### src/hw/sac_cfg.svh
// Purpose: addresses, field positions, reset values and counts of the converter control
// Assumes: 8-bit special-function register bus with a page select
// Notes:   definitions only
`ifndef SAC_CFG_SVH
`define SAC_CFG_SVH

// ----------------------------------------------------------------
// register addresses
// ----------------------------------------------------------------
`define SAC_PAGE_CONV      4'h0
`define SAC_ADDR_CONTROL  8'he8
`define SAC_ADDR_CONFIG   8'hbc

// ----------------------------------------------------------------
// converter_control fields
// ----------------------------------------------------------------
`define SAC_CTL_ENABLE    7
`define SAC_CTL_BURST     6
`define SAC_CTL_DONE      5
`define SAC_CTL_BUSY      4
`define SAC_CTL_WINDOW    3
`define SAC_CTL_SRC_HI    2
`define SAC_CTL_SRC_LO    0
`define SAC_CONTROL_RESET 8'h00

// ----------------------------------------------------------------
// converter_configuration fields
// ----------------------------------------------------------------
`define SAC_CFG_DIV_HI    7
`define SAC_CFG_DIV_LO    3
`define SAC_CFG_EIGHT     2
`define SAC_CFG_TRACK     1
`define SAC_CFG_GAIN      0
`define SAC_CONFIG_RESET  8'hf8

// ----------------------------------------------------------------
// start sources and timing in sar clocks
// ----------------------------------------------------------------
`define SAC_SRC_SOFTWARE  3'h0
`define SAC_SRC_TIMER0    3'h1
`define SAC_SRC_TIMER2    3'h2
`define SAC_SRC_TIMER3    3'h3
`define SAC_TRACK_CLKS    4'h3
`define SAC_BITS_10       4'ha
`define SAC_BITS_8        4'h8

`endif

### src/hw/sac_pkg.sv
// Purpose: types of the converter control block
// Assumes: constants come from sac_cfg.svh
// Notes:   all state of the block lives in sac_state_type
package sac_pkg;

	typedef enum logic [1:0] {
		SAC_IDLE    = 2'b00,
		SAC_TRACK   = 2'b01,
		SAC_CONVERT = 2'b10
	} sac_phase_type;

	typedef struct packed {
		logic          ctrl_enable;
		logic          burst;
		logic          done_flag;
		logic          window_flag;
		logic [2:0]    start_source;
		logic [4:0]    divider;
		logic          eight_bit;
		logic          track_delay;
		logic          gain_one;
		sac_phase_type phase;
		logic [4:0]    div_count;
		logic [3:0]    step_count;
		logic [6:0]    conv_count;
		logic          from_pin;
		logic          pin_meta;
		logic          pin_sync;
		logic          pin_last;
		logic          osc_meta;
		logic          osc_sync;
		logic          osc_last;
		logic [9:0]    result;
		logic [7:0]    rdata;
		logic          power_on;
		logic          tracking;
		logic          converting;
		logic          sar_tick;
	} sac_state_type;

endpackage

### src/hw/sac_control.sv
// Purpose: control and configuration of a 10-bit successive-approximation converter
// Assumes: sfr bus and timer pulses on sys_clk; start pin and oscillator asynchronous
// Notes:   read data is registered, one cycle after sfr_rd
//
// What this block does
// - enable bit zero holds converter shut down unless bursting
// - burst bit selects burst or single conversions
// - done flag set after conversion or burst
// - done flag raises request, software clears only
// - software start by writing busy bit
// - window flag set when result inside window
// - source codes select timer 0, 2, 3
// - source 1xx starts on pin rising edge
// - sar clock is source over divider+1
// - divider source: system clock or oscillator
// - eight-bit bit selects 8-bit conversions
// - normal tracking converts right after start
// - delayed tracking waits 3 sar clocks
// - gain bit selects half or unity gain
// - control register at e8, resets zero
// - configuration register at bc, page zero
// - 8-bit mode zeroes two lsbs, shorter
// - non-pin burst start launches repeat-count conversions
// - burst with enable low powers down after
`include "sac_cfg.svh"
`timescale 1ns/1ps

module sac_control
	import sac_pkg::*;
(
	// clock and reset
	input  wire logic       sys_clk,
	input  wire logic       arst_n,
	// special-function register bus
	input  wire logic [3:0] sfr_page,
	input  wire logic [7:0] sfr_addr,
	input  wire logic       sfr_wr,
	input  wire logic [7:0] sfr_wdata,
	input  wire logic       sfr_rd,
	input  wire logic       sfr_bit_wr,
	input  wire logic [2:0] sfr_bit_sel,
	input  wire logic       sfr_bit_val,
	output logic      [7:0] sfr_rdata,
	// start sources
	input  wire logic       timer0_overflow,
	input  wire logic       timer2_overflow,
	input  wire logic       timer3_overflow,
	input  wire logic       external_convert_start_pin,
	// burst clock and repeat code from the accumulator setup
	input  wire logic       lp_osc_clk,
	input  wire logic [2:0] repeat_code,
	// analog core and window thresholds
	input  wire logic [9:0] sample_bits,
	input  wire logic [9:0] window_greater_than,
	input  wire logic [9:0] window_less_than,
	output logic            converter_power_on,
	output logic            converter_tracking,
	output logic            converter_converting,
	output logic            sar_conversion_clock,
	output logic            eight_bit_mode_enable,
	output logic            input_gain_select,
	// results and requests
	output logic      [7:0] result_high_byte,
	output logic      [7:0] result_low_byte,
	output logic            conversion_done_flag,
	output logic            window_match_flag
);

	// ----------------------------------------------------------------
	// state
	// ----------------------------------------------------------------
	sac_state_type r;
	sac_state_type next_r;

	logic       page_ok;
	logic       wr_control;
	logic       wr_config;
	logic [7:0] control_now;
	logic [7:0] control_wdata;
	logic       sw_start;
	logic       pin_rise;
	logic       osc_rise;
	logic       start_event;
	logic       source_tick;
	logic [3:0] last_step;
	logic [6:0] repeat_total;
	logic [9:0] captured;
	logic       burst_done;
	logic       tick_now;

	// ----------------------------------------------------------------
	// next state
	// ----------------------------------------------------------------
	always_comb begin
		next_r = r;
		next_r.sar_tick = 1'b0;

		// two-stage synchronisers; only the second stage is read
		next_r.pin_meta = external_convert_start_pin;
		next_r.pin_sync = r.pin_meta;
		next_r.pin_last = r.pin_sync;
		next_r.osc_meta = lp_osc_clk;
		next_r.osc_sync = r.osc_meta;
		next_r.osc_last = r.osc_sync;
		pin_rise = r.pin_sync & ~r.pin_last;
		osc_rise = r.osc_sync & ~r.osc_last;

		// register writes; byte and bit access share one path
		page_ok = (sfr_page == `SAC_PAGE_CONV);
		control_now = {r.ctrl_enable, r.burst, r.done_flag, 1'b0,
			r.window_flag, r.start_source};
		control_wdata = sfr_wdata;
		wr_control = 1'b0;
		wr_config = 1'b0;
		if (page_ok && sfr_wr && sfr_addr == `SAC_ADDR_CONTROL) begin
			wr_control = 1'b1;
		end
		if (page_ok && sfr_bit_wr) begin
			wr_control = 1'b1;
			control_wdata = control_now;
			control_wdata[sfr_bit_sel] = sfr_bit_val;
		end
		if (page_ok && sfr_wr && sfr_addr == `SAC_ADDR_CONFIG) begin
			wr_config = 1'b1;
		end
		// busy bit is a write-only start strobe
		sw_start = wr_control && control_wdata[`SAC_CTL_BUSY];
		if (wr_control) begin
			next_r.ctrl_enable  = control_wdata[`SAC_CTL_ENABLE];
			next_r.burst        = control_wdata[`SAC_CTL_BURST];
			next_r.done_flag    = control_wdata[`SAC_CTL_DONE];
			next_r.window_flag  = control_wdata[`SAC_CTL_WINDOW];
			next_r.start_source = control_wdata[`SAC_CTL_SRC_HI:`SAC_CTL_SRC_LO];
		end
		if (wr_config) begin
			next_r.divider     = sfr_wdata[`SAC_CFG_DIV_HI:`SAC_CFG_DIV_LO];
			next_r.eight_bit   = sfr_wdata[`SAC_CFG_EIGHT];
			next_r.track_delay = sfr_wdata[`SAC_CFG_TRACK];
			next_r.gain_one    = sfr_wdata[`SAC_CFG_GAIN];
		end

		// read data, registered; busy reads back as the running state
		next_r.rdata = 8'h00;
		if (page_ok && sfr_rd && sfr_addr == `SAC_ADDR_CONTROL) begin
			next_r.rdata = control_now;
			next_r.rdata[`SAC_CTL_BUSY] = (r.phase != SAC_IDLE);
		end
		if (page_ok && sfr_rd && sfr_addr == `SAC_ADDR_CONFIG) begin
			next_r.rdata = {r.divider, r.eight_bit, r.track_delay, r.gain_one};
		end

		// start source selection; a write that sets busy also sets the source it starts from
		case (next_r.start_source)
			`SAC_SRC_SOFTWARE: start_event = sw_start;
			`SAC_SRC_TIMER0:   start_event = timer0_overflow;
			`SAC_SRC_TIMER2:   start_event = timer2_overflow;
			`SAC_SRC_TIMER3:   start_event = timer3_overflow;
			// any 1xx code uses the pin edge
			default:           start_event = pin_rise;
		endcase

		// one conversion per start unless bursting
		if (!r.burst) begin
			repeat_total = 7'h01;
		end else begin
			case (repeat_code)
				3'h1:    repeat_total = 7'h04;
				3'h2:    repeat_total = 7'h08;
				3'h3:    repeat_total = 7'h10;
				3'h4:    repeat_total = 7'h20;
				3'h5:    repeat_total = 7'h40;
				default: repeat_total = 7'h01;
			endcase
		end

		// divider source: every system clock, or each oscillator rising edge
		source_tick = r.burst ? osc_rise : 1'b1;
		// two fewer sar clocks in 8-bit mode
		last_step = (r.eight_bit ? `SAC_BITS_8 : `SAC_BITS_10) - 4'h1;
		// lsbs forced to zero in 8-bit mode
		captured = r.eight_bit ? {sample_bits[9:2], 2'b00} : sample_bits;
		burst_done = (r.conv_count + 7'h01) == repeat_total;

		// sar clock divider, runs only while a conversion is active
		// the tick is used in the cycle it is made, so no sar clock is lost at the start
		tick_now = 1'b0;
		if (r.phase == SAC_IDLE) begin
			next_r.div_count = 5'h00;
		end else if (source_tick) begin
			if (r.div_count == r.divider) begin
				next_r.div_count = 5'h00;
				tick_now = 1'b1;
			end else begin
				next_r.div_count = r.div_count + 5'h01;
			end
		end
		next_r.sar_tick = tick_now;

		case (r.phase)
			SAC_IDLE: begin
				// shut down ignores starts unless bursting
				if (start_event && (next_r.ctrl_enable || next_r.burst)) begin
					next_r.from_pin = next_r.start_source[2];
					next_r.step_count = 4'h0;
					next_r.phase = r.track_delay ? SAC_TRACK : SAC_CONVERT;
				end
			end
			SAC_TRACK: begin
				if (tick_now) begin
					if (r.step_count == `SAC_TRACK_CLKS - 4'h1) begin
						next_r.step_count = 4'h0;
						next_r.phase = SAC_CONVERT;
					end else begin
						next_r.step_count = r.step_count + 4'h1;
					end
				end
			end
			SAC_CONVERT: begin
				if (tick_now) begin
					if (r.step_count == last_step) begin
						next_r.step_count = 4'h0;
						next_r.result = captured;
						next_r.phase = SAC_IDLE;
						if (burst_done) begin
							next_r.conv_count = 7'h00;
						end else begin
							next_r.conv_count = r.conv_count + 7'h01;
							// non-pin bursts chain on their own
							if (r.burst && !r.from_pin) begin
								next_r.phase = r.track_delay ? SAC_TRACK : SAC_CONVERT;
							end
						end
					end else begin
						next_r.step_count = r.step_count + 4'h1;
					end
				end
			end
			default: begin
				next_r.phase = SAC_IDLE;
			end
		endcase
		// start events are only looked at in idle

		// clearing enable aborts a single conversion
		if (!next_r.ctrl_enable && !next_r.burst) begin
			next_r.phase = SAC_IDLE;
			next_r.conv_count = 7'h00;
		end

		// hardware set wins over a software clear in the same cycle
		if (r.phase == SAC_CONVERT && tick_now && r.step_count == last_step
			&& burst_done) begin
			next_r.done_flag = 1'b1;
			// window compare on the finished result only
			if (captured > window_greater_than && captured < window_less_than) begin
				next_r.window_flag = 1'b1;
			end
		end

		// power: enable keeps it up, a burst wakes it only while busy
		next_r.power_on = next_r.ctrl_enable
			| (next_r.burst & (next_r.phase != SAC_IDLE));
		// normal mode tracks continuously between conversions while enabled and not bursting
		next_r.tracking = (next_r.phase == SAC_TRACK)
			| (next_r.phase == SAC_IDLE & next_r.ctrl_enable
			& ~next_r.track_delay & ~next_r.burst);
		next_r.converting = (next_r.phase == SAC_CONVERT);
	end

	// ----------------------------------------------------------------
	// registers
	// ----------------------------------------------------------------
	always_ff @(posedge sys_clk or negedge arst_n) begin
		if (!arst_n) begin
			r <= '0;
			r.phase <= SAC_IDLE;
			// control resets to zero with the rest of the state
			{r.divider, r.eight_bit, r.track_delay, r.gain_one} <= `SAC_CONFIG_RESET;
		end else begin
			r <= next_r;
		end
	end

	// ----------------------------------------------------------------
	// outputs, all straight from flip-flops
	// ----------------------------------------------------------------
	assign sfr_rdata             = r.rdata;
	assign converter_power_on    = r.power_on;
	assign converter_tracking    = r.tracking;
	assign converter_converting  = r.converting;
	assign sar_conversion_clock  = r.sar_tick;
	assign eight_bit_mode_enable = r.eight_bit;
	// gain select straight from the register
	assign input_gain_select     = r.gain_one;
	// left-justified so the low byte reads zero in 8-bit mode
	assign result_high_byte      = r.result[9:2];
	assign result_low_byte       = {r.result[1:0], 6'h00};
	assign conversion_done_flag  = r.done_flag;
	assign window_match_flag     = r.window_flag;

endmodule

### config.mk
export PLATFORM = sky130hd
export DESIGN_NAME = sac_control
export DESIGN_NICKNAME = d
export VERILOG_FILES = /design/src/hw/sac_pkg.sv /design/src/hw/sac_control.sv
export VERILOG_INCLUDE_DIRS = /design/src /design/src/hw
export SDC_FILE = /design/constraint.sdc
export NUM_CORES = 1
export LEC_CHECK = 0
export ABC_AREA = 1
export BUFFER_PORTS_ARGS = -buffer_cell sky130_fd_sc_hd__buf_2
export CORE_ASPECT_RATIO = 0.8
export CORE_MARGIN = 3
export CORE_UTILIZATION = 54
export CTS_CLUSTER_DIAMETER = 30
export DETAILED_ROUTE_END_ITERATION = 16
export PLACE_DENSITY_LB_ADDON = 0.12
export SLEW_MARGIN = 15
export SYNTH_ARGS = -nofsm -noshare
export SYNTH_HDL_FRONTEND = slang
export SYNTH_SLANG_ARGS = --single-unit
### constraint.sdc
create_clock -name sys_clk -period 2.31 [get_ports sys_clk]
set_input_delay 0.231 -clock sys_clk [delete_from_list [all_inputs] [get_ports sys_clk]]
set_output_delay 0.231 -clock sys_clk [all_outputs]
set_load 0.05 [all_outputs]
**Yosys cells after proc, flatten, opt, wreduce, memory -nomap -nowiden**

Cells that the tools add are included.

- Bitwise gates (word level): 12
- Equality and inequality tests: 21
- Reductions and logical operators: 36
- Muxes and demuxes: 45
- Add/subtract/negate cells: 4
- Order comparisons: 4

Operator list:

| operator | number |
|---|---|
| 2-to-1 mux 7 bit | 6 |
| one-hot mux 7 bit (5 select lines) | 1 |
| 2-to-1 mux 2 bit | 13 |
| 2-to-1 mux 8 bit | 3 |
| == test 8 bit, second input constant | 2 |
| logical AND 1 bit | 16 |
| 2-to-1 mux 4 bit | 4 |
| 2-to-1 mux 5 bit | 3 |
| nonzero test 2 bit | 7 |
| == test 3 x 2 -> 1 bit, second input constant | 4 |
| one-hot mux 4 bit (3 select lines) | 1 |
| 2-to-1 mux 11 bit | 1 |
| greater-than comparator 10 bit | 1 |
| less-than comparator 10 bit | 1 |
| 2-to-1 mux 1 bit | 9 |
| bitwise mux 8 bit | 1 |
| adder 7 x 1 -> 7 bit, second input constant | 1 |
| == test 7 bit | 1 |
| bitwise AND 1 bit | 6 |
| == test 3 x 1 -> 1 bit, second input constant | 2 |
| == test 3 bit, second input constant | 2 |
| one-hot mux 2 bit (3 select lines) | 1 |
| AND reduction 3 bit | 2 |
| adder 5 x 1 -> 5 bit, second input constant | 1 |
| 23 further kinds | 33 |

- Bits in registers: 62
- Logic and storage cells: 148
- Output and inout bits: 32
- Bits of input ports: 67

**Logic depth before layout (Yosys ltp)**

Gate-level depths: netlist of the first run.

- Word-level depth: 18
- Mapped depth: 19
- Mapped depth without buffers: 18

**Worst setup path after synthesis of the first run**

No wires, ideal clock.

- Kind: flip-flop to flip-flop
- From: register r[29] (netlist name)
- To: register r, in the netlist converter_tracking
- Cell stages (with the launch flop): 17
- Data arrival time: 1.797 ns
- Data required time: 2.197 ns
- Clock period less this slack: 1.910 ns
- Setup slack: 0.400 ns
- Buffers on the path: 0
- Library setup time: 0.113 ns
- Cells stage by stage: dfrtp_1 ha_1 nand2_1 nor2_1 nand2_1 o21ai_1 nand2_1 xnor2_1 nand3_2 nand3_1 nand2_1 inv_1 nand3_2 nand2_1 nand2_1 nand2_1 inv_1

RTL lines:

| item | RTL line | RTL |
|---|---|---|
| start: declaration | sac_control.sv:72 | `sac_state_type r;` |
| start signal: assignment | sac_control.sv:280 | `r <= next_r;` |

==> results of run 1 <==
-- Yosys cell counts (all sizes together) --
| cell type | number |
|---|---|
| a21oi | 27 |
| a22o | 2 |
| buf | 28 |
| clkbuf | 2 |
| conb | 1 |
| dfrtp | 57 |
| dfstp | 5 |
| ha | 27 |
| inv | 85 |
| mux2 | 1 |
| nand2 | 137 |
| nand3 | 42 |
| nand3b | 1 |
| nand4 | 10 |
| nor2 | 52 |
| nor3 | 6 |
| nor4 | 1 |
| o2111ai | 2 |
| o211ai | 2 |
| o21ai | 35 |
| o221ai | 1 |
| o22ai | 8 |
| o31ai | 1 |
| or4 | 1 |
| xnor2 | 3 |
| xor2 | 9 |
-- logic make-up (layout without fill, tap and decap cells) --
| kind of cell | Yosys count | after routing | share of synthesized area (%) |
|---|---|---|---|
| DFF | 62 | 62 | 37.78 |
| other | 1 | 6 | 0.09096 |
| buffers and inverters | 115 | 212 | 13.23 |
| AOI/OAI and AO/OA | 78 | 78 | 10.62 |
| and+or+nand+nor | 250 | 250 | 27.25 |
| muxes | 1 | 1 | 0.2731 |
| adders and majority gates | 27 | 27 | 8.194 |
| xor gates and xnor gates | 12 | 12 | 2.550 |
-- report_power, final --
part	switching, mW	internal [mW]
logic	0.813	0.395
clock network	0.418	0.616
registers	0.0849	1.20
total	1.32	2.21
-- routing by layer --
layer	up-vias	share of wire (%)	track usage, %
li1	1926	-	-
met1	1797	48	36.24
met2	135	44	35.45
met3	14	7.7	7.456
met4	0	1.1	6.159
met5	-	0	0
-- area by class of cell --
| class | count | area share, % |
|---|---|---|
| Clock buffer | 14 | 3.720 |
| Sequential cell | 62 | 31.77 |
| Tap cell | 101 | 2.573 |
| Inverter | 85 | 6.497 |
| Timing Repair Buffer | 111 | 12.43 |
| Clock inverter | 2 | 0.7643 |
| Multi-Input combinational cell | 374 | 42.24 |
-- worst max-delay path: stages, from the launching register on --
cell and delay, ps:
dfstp_2 540, nor2_1 40, nor3_1 220, nand3_1 200
nor2_2 210, nand2_2 110, nor2_4 190, nand4_1 120
nand3_1 80, inv_1 40, nand2_1 50, nand2_1 100
nand2_1 90, inv_1 40
-- state kept, by name (all words and copies together) (netlist names) --
signal / flops
r: 27
result_high_byte: 8
sfr_rdata: 8
control_now: 5
next_r: 4
result_low_byte: 2
conversion_done_flag: 1
converter_converting: 1
converter_power_on: 1
converter_tracking: 1
eight_bit_mode_enable: 1
input_gain_select: 1
sar_conversion_clock: 1
window_match_flag: 1
-- timing repair --
item | 4_1_cts | 5_1_grt
setup endpoints to repair | 0 | 5
hold buffers | 3 | 0
setup buffers | 0 | 3
resized for setup | 0 | 11
endpoints found under the hold margin | 16 | 0
-- through the flow --
step	util (%)	setup TNS (ps)	total power, mW
final	68.90	0	3.522
after floorplan	-	0	2.102
after CTS	68.04	0	3.510
after global routing	68.90	-28.04	3.761
after global placement	64.53	0	2.431
after detailed placement	64.53	0	2.460
-- how the worst min path moves through the flow --
| stage | cells past startpoint | to | start | slack (ps) |
|---|---|---|---|---|
| final | 3 | result_high_byte[7] | sample_bits[9] | 120 |
| after CTS | 3 | result_high_byte[7] | sample_bits[9] | 110 |
| after global routing | 3 | result_high_byte[7] | sample_bits[9] | 120 |
| after detailed placement | 1 | sfr_rdata[7] | arst_n | 210 |
| after global placement | 1 | sfr_rdata[7] | arst_n | 210 |
| after floorplan | 0 | control_now[0] | arst_n | -60 |
==> reports/summary.txt, run 1 <==
status: complete, no violations
Port-buffer cells: 92
drt wl/cell: 13.96 um
Avg Vias per Cell: 5.170
CTS Root Cell: clkbuf_8
die width: 103.7 um
FP Rows: 27
Worst-path clk slew: 70 ps
Cells after DPL: 727
CP Launch Point: r[51]
TritonCTS clock tree: built
FF+latch area: 1560 um^2
Post-DP Area: 4599 um^2
worst-case clock skew: 8.810 ps
synthesized cell area: 4123 um^2
Starting Density: 57.84%
number of nets in the layout: 737
vias in the first global route: 3651
Final WS setup: 176.1 ps
Setup Viol. Count Final: 0
HP Class: input port to flop
Leakage: 2.609 nW
PwrDens: 717.2 nW/um^2
maxcap violations: 0
antenna violations before repair: 0
sequential area share after synthesis: 37.78%
post-synthesis average cell area: 7.551 um^2
multi-input logic area: 2074 um^2
maximum vdd drop: 0.6501 mV
initial DRC count: 238
most common cell after layout, fill and taps aside: nand2_1
first-pass GRT wire length: 17380 um
Yosys Warn Count: 0
Tmin final: 2134 ps
CTS buffer count: 9
type of origin of the critical path: flop
Arr. time, crit path: 2390 ps
Yosys top cell area share: 34.60%
CTS sink cnt: 62
layout cells sized above 1: 26.08%
CP endpoint: converter_tracking
gpl congestion: 0.9081
Core ar.: 7128 um^2
DRC errors left: 0
synth unique cells: 38
r2r endpoint: converter_tracking
total congestion overflow: 0
Synth Instances: 546
Final period util: 92.37%
Final Slew Violations: 0
r2r setup slk: 180 ps
Die Ht: 84.15 um
Setup Slack @ Placement: 12.03 ps
DRT Pass-1 Iters: 5
Final ANT Viol Nets: 0
via count: 3872
# IOs: 99
Routed WL: 10460 um
crit path max fanout: 7
# diodes: 0
DIE AREA: 8726 um^2
FF-to-FF Start: r[51]
Worst Setup End Kind: flop
fill count: 586
htree depth: 3
All-Layer GR Usage: 24.58%
Layout area overhead: 19.12%
final hold slack: 119.9 ps
Synth area leader: dfrtp_1
maximum clock path buffer count: 2
Max Fclk: 468.6 MHz
Synth area leaders: dfrtp_1, nand2_1, ha_1, inv_1, nand3_1
Crit Path Category: flop to flop
Hold Vio Cnt, Final: 0
fin area: 4911 um^2
largest net degree at the start of global routing: 23
non-filler cells, final: 749
worst path required time: 2560 ps
Final HPWL DP: 8271 um
FF-to-FF path depth: 13
post-synthesis register bit count: 62
Clk Latency, worst-skew pair: 360 ps
commonest cells after routing, fill and taps aside: nand2_1, buf_2, inv_1
Power figures use the tool's default switching activity.
==> inputs of run 2 (changes only) <==
==> constraint.sdc (replaced) <==
create_clock -name sys_clk -period 2.31 [get_ports sys_clk]
set_input_delay 0.1155 -clock sys_clk [delete_from_list [all_inputs] [get_ports sys_clk]]
set_output_delay 0.1155 -clock sys_clk [all_outputs]
set_load 0.05 [all_outputs]
==> reports/summary.txt, run 2 (synthesis results as in run 1) <==
status: complete, no violations
Worst Hold Path EP: result_high_byte[7]
drt wl/cell: 13.67 um
Final WS setup: 193.2 ps
number of nets in the layout: 735
TritonCTS clock tree: built
Max Fclk: 472.4 MHz
r2r endpoint: converter_tracking
maxcap violations: 0
final hold slack: 16.19 ps
HP Class: input port to flop
Core ar.: 7128 um^2
Crit Path Category: flop to flop
Avg Vias per Cell: 5.098
Worst-path clk slew: 70 ps
Leakage: 2.597 nW
FP Rows: 27
total congestion overflow: 0
htree depth: 3
first-pass GRT wire length: 16930 um
Biggest register: r
antenna violations before repair: 0
layout cells sized above 1: 25.08%
Setup Viol. Count Final: 0
Starting Density: 57.84%
Layout area overhead: 18.33%
Worst Setup End Kind: flop
Port-buffer cells: 92
Final Slew Violations: 0
FF-to-FF Start: r[29]
worst-case clock skew: 8.955 ps
Hold Crit Depth: 3
Util after Layout: 68.44%
Setup Slack @ Placement: 129.0 ps
type of origin of the critical path: flop
Cells after DPL: 723
vias in the first global route: 3612
DIE AREA: 8726 um^2
# IOs: 99
fin area: 4878 um^2
FF+latch area: 1560 um^2
CTS sink cnt: 62
Tmin final: 2117 ps
DRC errors left: 0
most common cell after layout, fill and taps aside: nand2_1
All-Layer GR Usage: 24.11%
commonest cells after routing, fill and taps aside: nand2_1, buf_2, inv_1
maximum clock path buffer count: 2
Clk Latency, worst-skew pair: 350 ps
multi-input logic area: 2063 um^2
Final HPWL DP: 8117 um
DRT Pass-1 Iters: 4
fill count: 610
measured slew at the worst slew-check pin: 655.0 ps
CTS buffer count: 9
die width: 103.7 um
HP Start: sample_bits[9]
# diodes: 0
PwrDens: 702.0 nW/um^2
worst path required time: 2560 ps
r2r setup slk: 190 ps
max reg flops: 27
Final period util: 91.63%
Final ANT Viol Nets: 0
FF-to-FF path depth: 17
via count: 3808
Die Ht: 84.15 um
crit path max fanout: 5
initial DRC count: 196
Arr. time, crit path: 2360 ps
Hold Vio Cnt, Final: 0
largest net degree at the start of global routing: 35
Post-DP Area: 4582 um^2
CTS Root Cell: clkbuf_8
Routed WL: 10210 um
maximum vdd drop: 0.5881 mV
non-filler cells, final: 747
Worst slew margin: 56.34%
gpl congestion: 0.8754
==> run 2: cell count changes in the layout (fill, tap and decap cells not counted), moves of 2 or more <==
cell,previous run,this run
nor2_1,38,40
clkbuf_8,13,10
nand2_2,10,8
buf_4,16,12
clkinv_2,0,3
nor2_2,11,8
nand2_1,126,128
==> run 2: area by class of cell <==
type / instances / share of cell area [%]
multi-input combinational: 374 / 42.29
clock inverter: 6 / 1.257
sequential: 62 / 31.98
clock buffer: 10 / 2.821
timing repair buffer: 109 / 12.52
tap: 101 / 2.590
inverter: 85 / 6.540
==> run 2: through the flow <==
| step | total power, mW | setup TNS (ps) |
|---|---|---|
| 2_1_floorplan | 2.102 | 0 |
| 3_3_place_gp | 2.404 | 0 |
| 3_5_place_dp | 2.439 | 0 |
| 4_1_cts | 3.415 | 0 |
| 5_1_grt | 3.676 | -4.504 |
| 6_report | 3.424 | 0 |
==> run 2: how the worst max path moves through the flow <==
stage,startpoint,to,slack [ps],cells after the start
6_report,r[29],converter_tracking,190,17
5_1_grt,r[29],converter_tracking,-5,17
4_1_cts,r[29],converter_tracking,120,16
3_5_place_dp,r[29],converter_tracking,130,16
3_3_place_gp,r[29],converter_tracking,240,16
2_1_floorplan,r[29],converter_tracking,400,16
==> run 2: metal layers <==
layer	share of wire, %	vias up	GRT usage, %
met3	7.7	9	7.071
met1	45	1754	32.16
li1	-	1921	-
met4	1.0	0	6.522
met5	0	-	0
met2	46	124	38.78
==> run 2: what timing repair did <==
| item | CTS | global route |
|---|---|---|
| gates resized for setup | 0 | 8 |
| hold endpoints to repair | 29 | 0 |
| setup buffers | 0 | 4 |
| hold buffers | 4 | 0 |
| endpoints found under the setup margin | 0 | 10 |
==> run 2: report_power, final <==
| group | leakage (nW) | internal (mW) | switching (mW) | total [mW] |
|---|---|---|---|---|
| clock | 0.102 | 0.523 | 0.437 | 0.960 |
| combinational | 1.75 | 0.381 | 0.788 | 1.17 |
| sequential | 0.748 | 1.20 | 0.0988 | 1.30 |
==> run 2: worst max-delay path, cell delays in order (launching register included) <==
cell      delay (ps)
dfrtp_2          450
ha_1             220
nand2_1          100
inv_1             50
nor2_1           110
nor2_1            60
nor2_1            80
o211ai_1          90
nor2_1           170
nand3_2          120
nand3_1           90
nand2_1           50
inv_1             60
nand3_2           80
nand2_1          120
nand2_1           60
nand2_1           60
inv_1             40
==> inputs of run 3 (changes only) <==
--- a/config.mk
+++ b/config.mk
@@ -10,9 +10,10 @@
 export BUFFER_PORTS_ARGS = -buffer_cell sky130_fd_sc_hd__buf_2
 export CORE_ASPECT_RATIO = 0.8
 export CORE_MARGIN = 3
-export CORE_UTILIZATION = 54
+export CORE_UTILIZATION = 40
 export CTS_CLUSTER_DIAMETER = 30
 export DETAILED_ROUTE_END_ITERATION = 16
+export MAX_ROUTING_LAYER = met4
 export PLACE_DENSITY_LB_ADDON = 0.12
 export SLEW_MARGIN = 15
 export SYNTH_ARGS = -nofsm -noshare
==> reports/summary.txt, run 3 (synthesis results as in run 1) <==
status: complete, no violations
worst-path cell chain: nor2_1 -> nor3_1 -> nand3_2 -> nor2_4 -> nand2_2 -> nor2_4 -> nand4_1 -> nand3_1 -> inv_1 -> nand2_1 -> nand2_1 -> nor2_2
PwrDens: 791.1 nW/um^2
Arr. time, crit path: 2340 ps
commonest cells after routing, fill and taps aside: nand2_1, buf_2, inv_1
htree depth: 3
Biggest register: r
DRC errors left: 0
Final WS setup: 210.9 ps
layout cells sized above 1: 25.92%
# diodes: 0
slowest cell delay on critical path: 540 ps
Routed WL: 10330 um
Max Fclk: 476.4 MHz
measured slew at the worst slew-check pin: 632.2 ps
number of nets in the layout: 741
Avg Vias per Cell: 4.713
Final Slew Violations: 0
DIE AREA: 11570 um^2
maximum vdd drop: 0.4092 mV
met1 usage: 27.68%
Crit Path Category: flop to flop
CP max-delay cell: dfstp_2
Layout area overhead: 23.92%
Worst-path clk slew: 60 ps
most common cell after layout, fill and taps aside: nand2_1
maxcap violations: 0
Die Ht: 96.81 um
gpl congestion: 0.8748
die width: 119.5 um
RSZ-0062 raised after global routing: true
Setup Viol. Count Final: 0
largest net degree at the start of global routing: 36
Hold Vio Cnt, Final: 0
multi-input logic area: 2061 um^2
Worst slew margin: 57.86%
antenna violations before repair: 0
Tmin final: 2099 ps
Final period util: 90.87%
Leakage: 2.692 nW
All-Layer GR Usage: 18.76%
Setup Slack @ Placement: 42.79 ps
Clk Latency, worst-skew pair: 330 ps
buffers and inverters on the worst path: 1
GR Util met3: 4.325%
worst-case clock skew: 8.100 ps
Cells after DPL: 761
GR peak layer: met1
FF+latch area: 1560 um^2
via count: 3714
first-pass GRT wire length: 17080 um
CTS Root Cell: clkbuf_16
TritonCTS clock tree: built
initial DRC count: 233
FP Rows: 32
met2 usage: 26.69%
worst path required time: 2550 ps
total congestion overflow: 0
maximum clock path buffer count: 2
vias in the first global route: 3496
Port-buffer cells: 92
Final HPWL DP: 8230 um
Util after Layout: 51.87%
Core ar.: 9849 um^2
CTS sink cnt: 62
CTS buffer count: 9
crit path max fanout: 6
# IOs: 99
drt wl/cell: 13.11 um
HP Class: input port to flop
fill count: 1002
non-filler cells, final: 788
type of origin of the critical path: flop
Top delay family on crit path: simple AND/OR/NAND/NOR gates
max reg flops: 27
Final ANT Viol Nets: 0
Worst Setup End Kind: flop
Starting Density: 41.86%
DRT Pass-1 Iters: 5
[run 3: worst paths after layout]
| kind | startpoint | end | slack (ps) | cells after the start |
|---|---|---|---|---|
| hold / removal | sample_bits[7] | result_high_byte[5] | 30 | 3 |
| setup reg to reg | r[51] | converter_converting | 210 | 12 |
| hold reg to reg | next_r[26] | next_r[25] | 350 | 0 |
| max in group asynchronous | arst_n | r[50] | 1300 | 3 |
| setup / recovery | r[51] | converter_converting | 210 | 12 |
| min in group asynchronous | arst_n | r[22] | 340 | 2 |
[run 3: worst register-to-register path, delay by kind of cell, from the launching register on]
family / cells / cell delay, ps
AND/OR/NAND/NOR: 11 / 1430
buffers and inverters: 1 / 40
flip-flops: 1 / 540
[run 3: stage by stage]
step	TNS [ps]	hold slack (ps)	cell area [um^2]	total power [mW]
finish	0	29.27	5109	4.041
global route	-44.25	48.11	5109	4.303
CTS	0	20.45	5024	4.031
detailed placement	0	181.6	4648	2.445
global placement	0	169.7	4648	2.426
floorplan	0	-180.1	4141	2.102
[run 3: layout make-up]
type	instances	area share [%]
Sequential cell	62	30.54
Inverter	85	6.245
Timing Repair Buffer	115	12.78
Multi-Input combinational cell	374	40.34
Tap cell	136	3.331
Clock inverter	7	2.351
Clock buffer	9	4.409
[run 3: layer usage]
| metal | wire length [um] | share of wire [%] |
|---|---|---|
| met4 | 72 | 0.70 |
| met5 | 0 | 0 |
| met2 | 4486 | 43 |
| met3 | 442 | 4.3 |
| met1 | 5326 | 52 |
[run 3: repair_timing]
item	CTS	global route
hold endpoints to repair	29	0
setup endpoints to repair	0	16
gates resized for setup	0	8
setup buffers	0	8
hold buffers	3	0
[run 3: where the power goes]
part           total, mW  switching, mW  internal, mW
clock               1.56          0.507          1.06
sequential          1.30          0.100          1.20
combinational       1.18          0.786         0.393
total               4.04           1.39          2.65
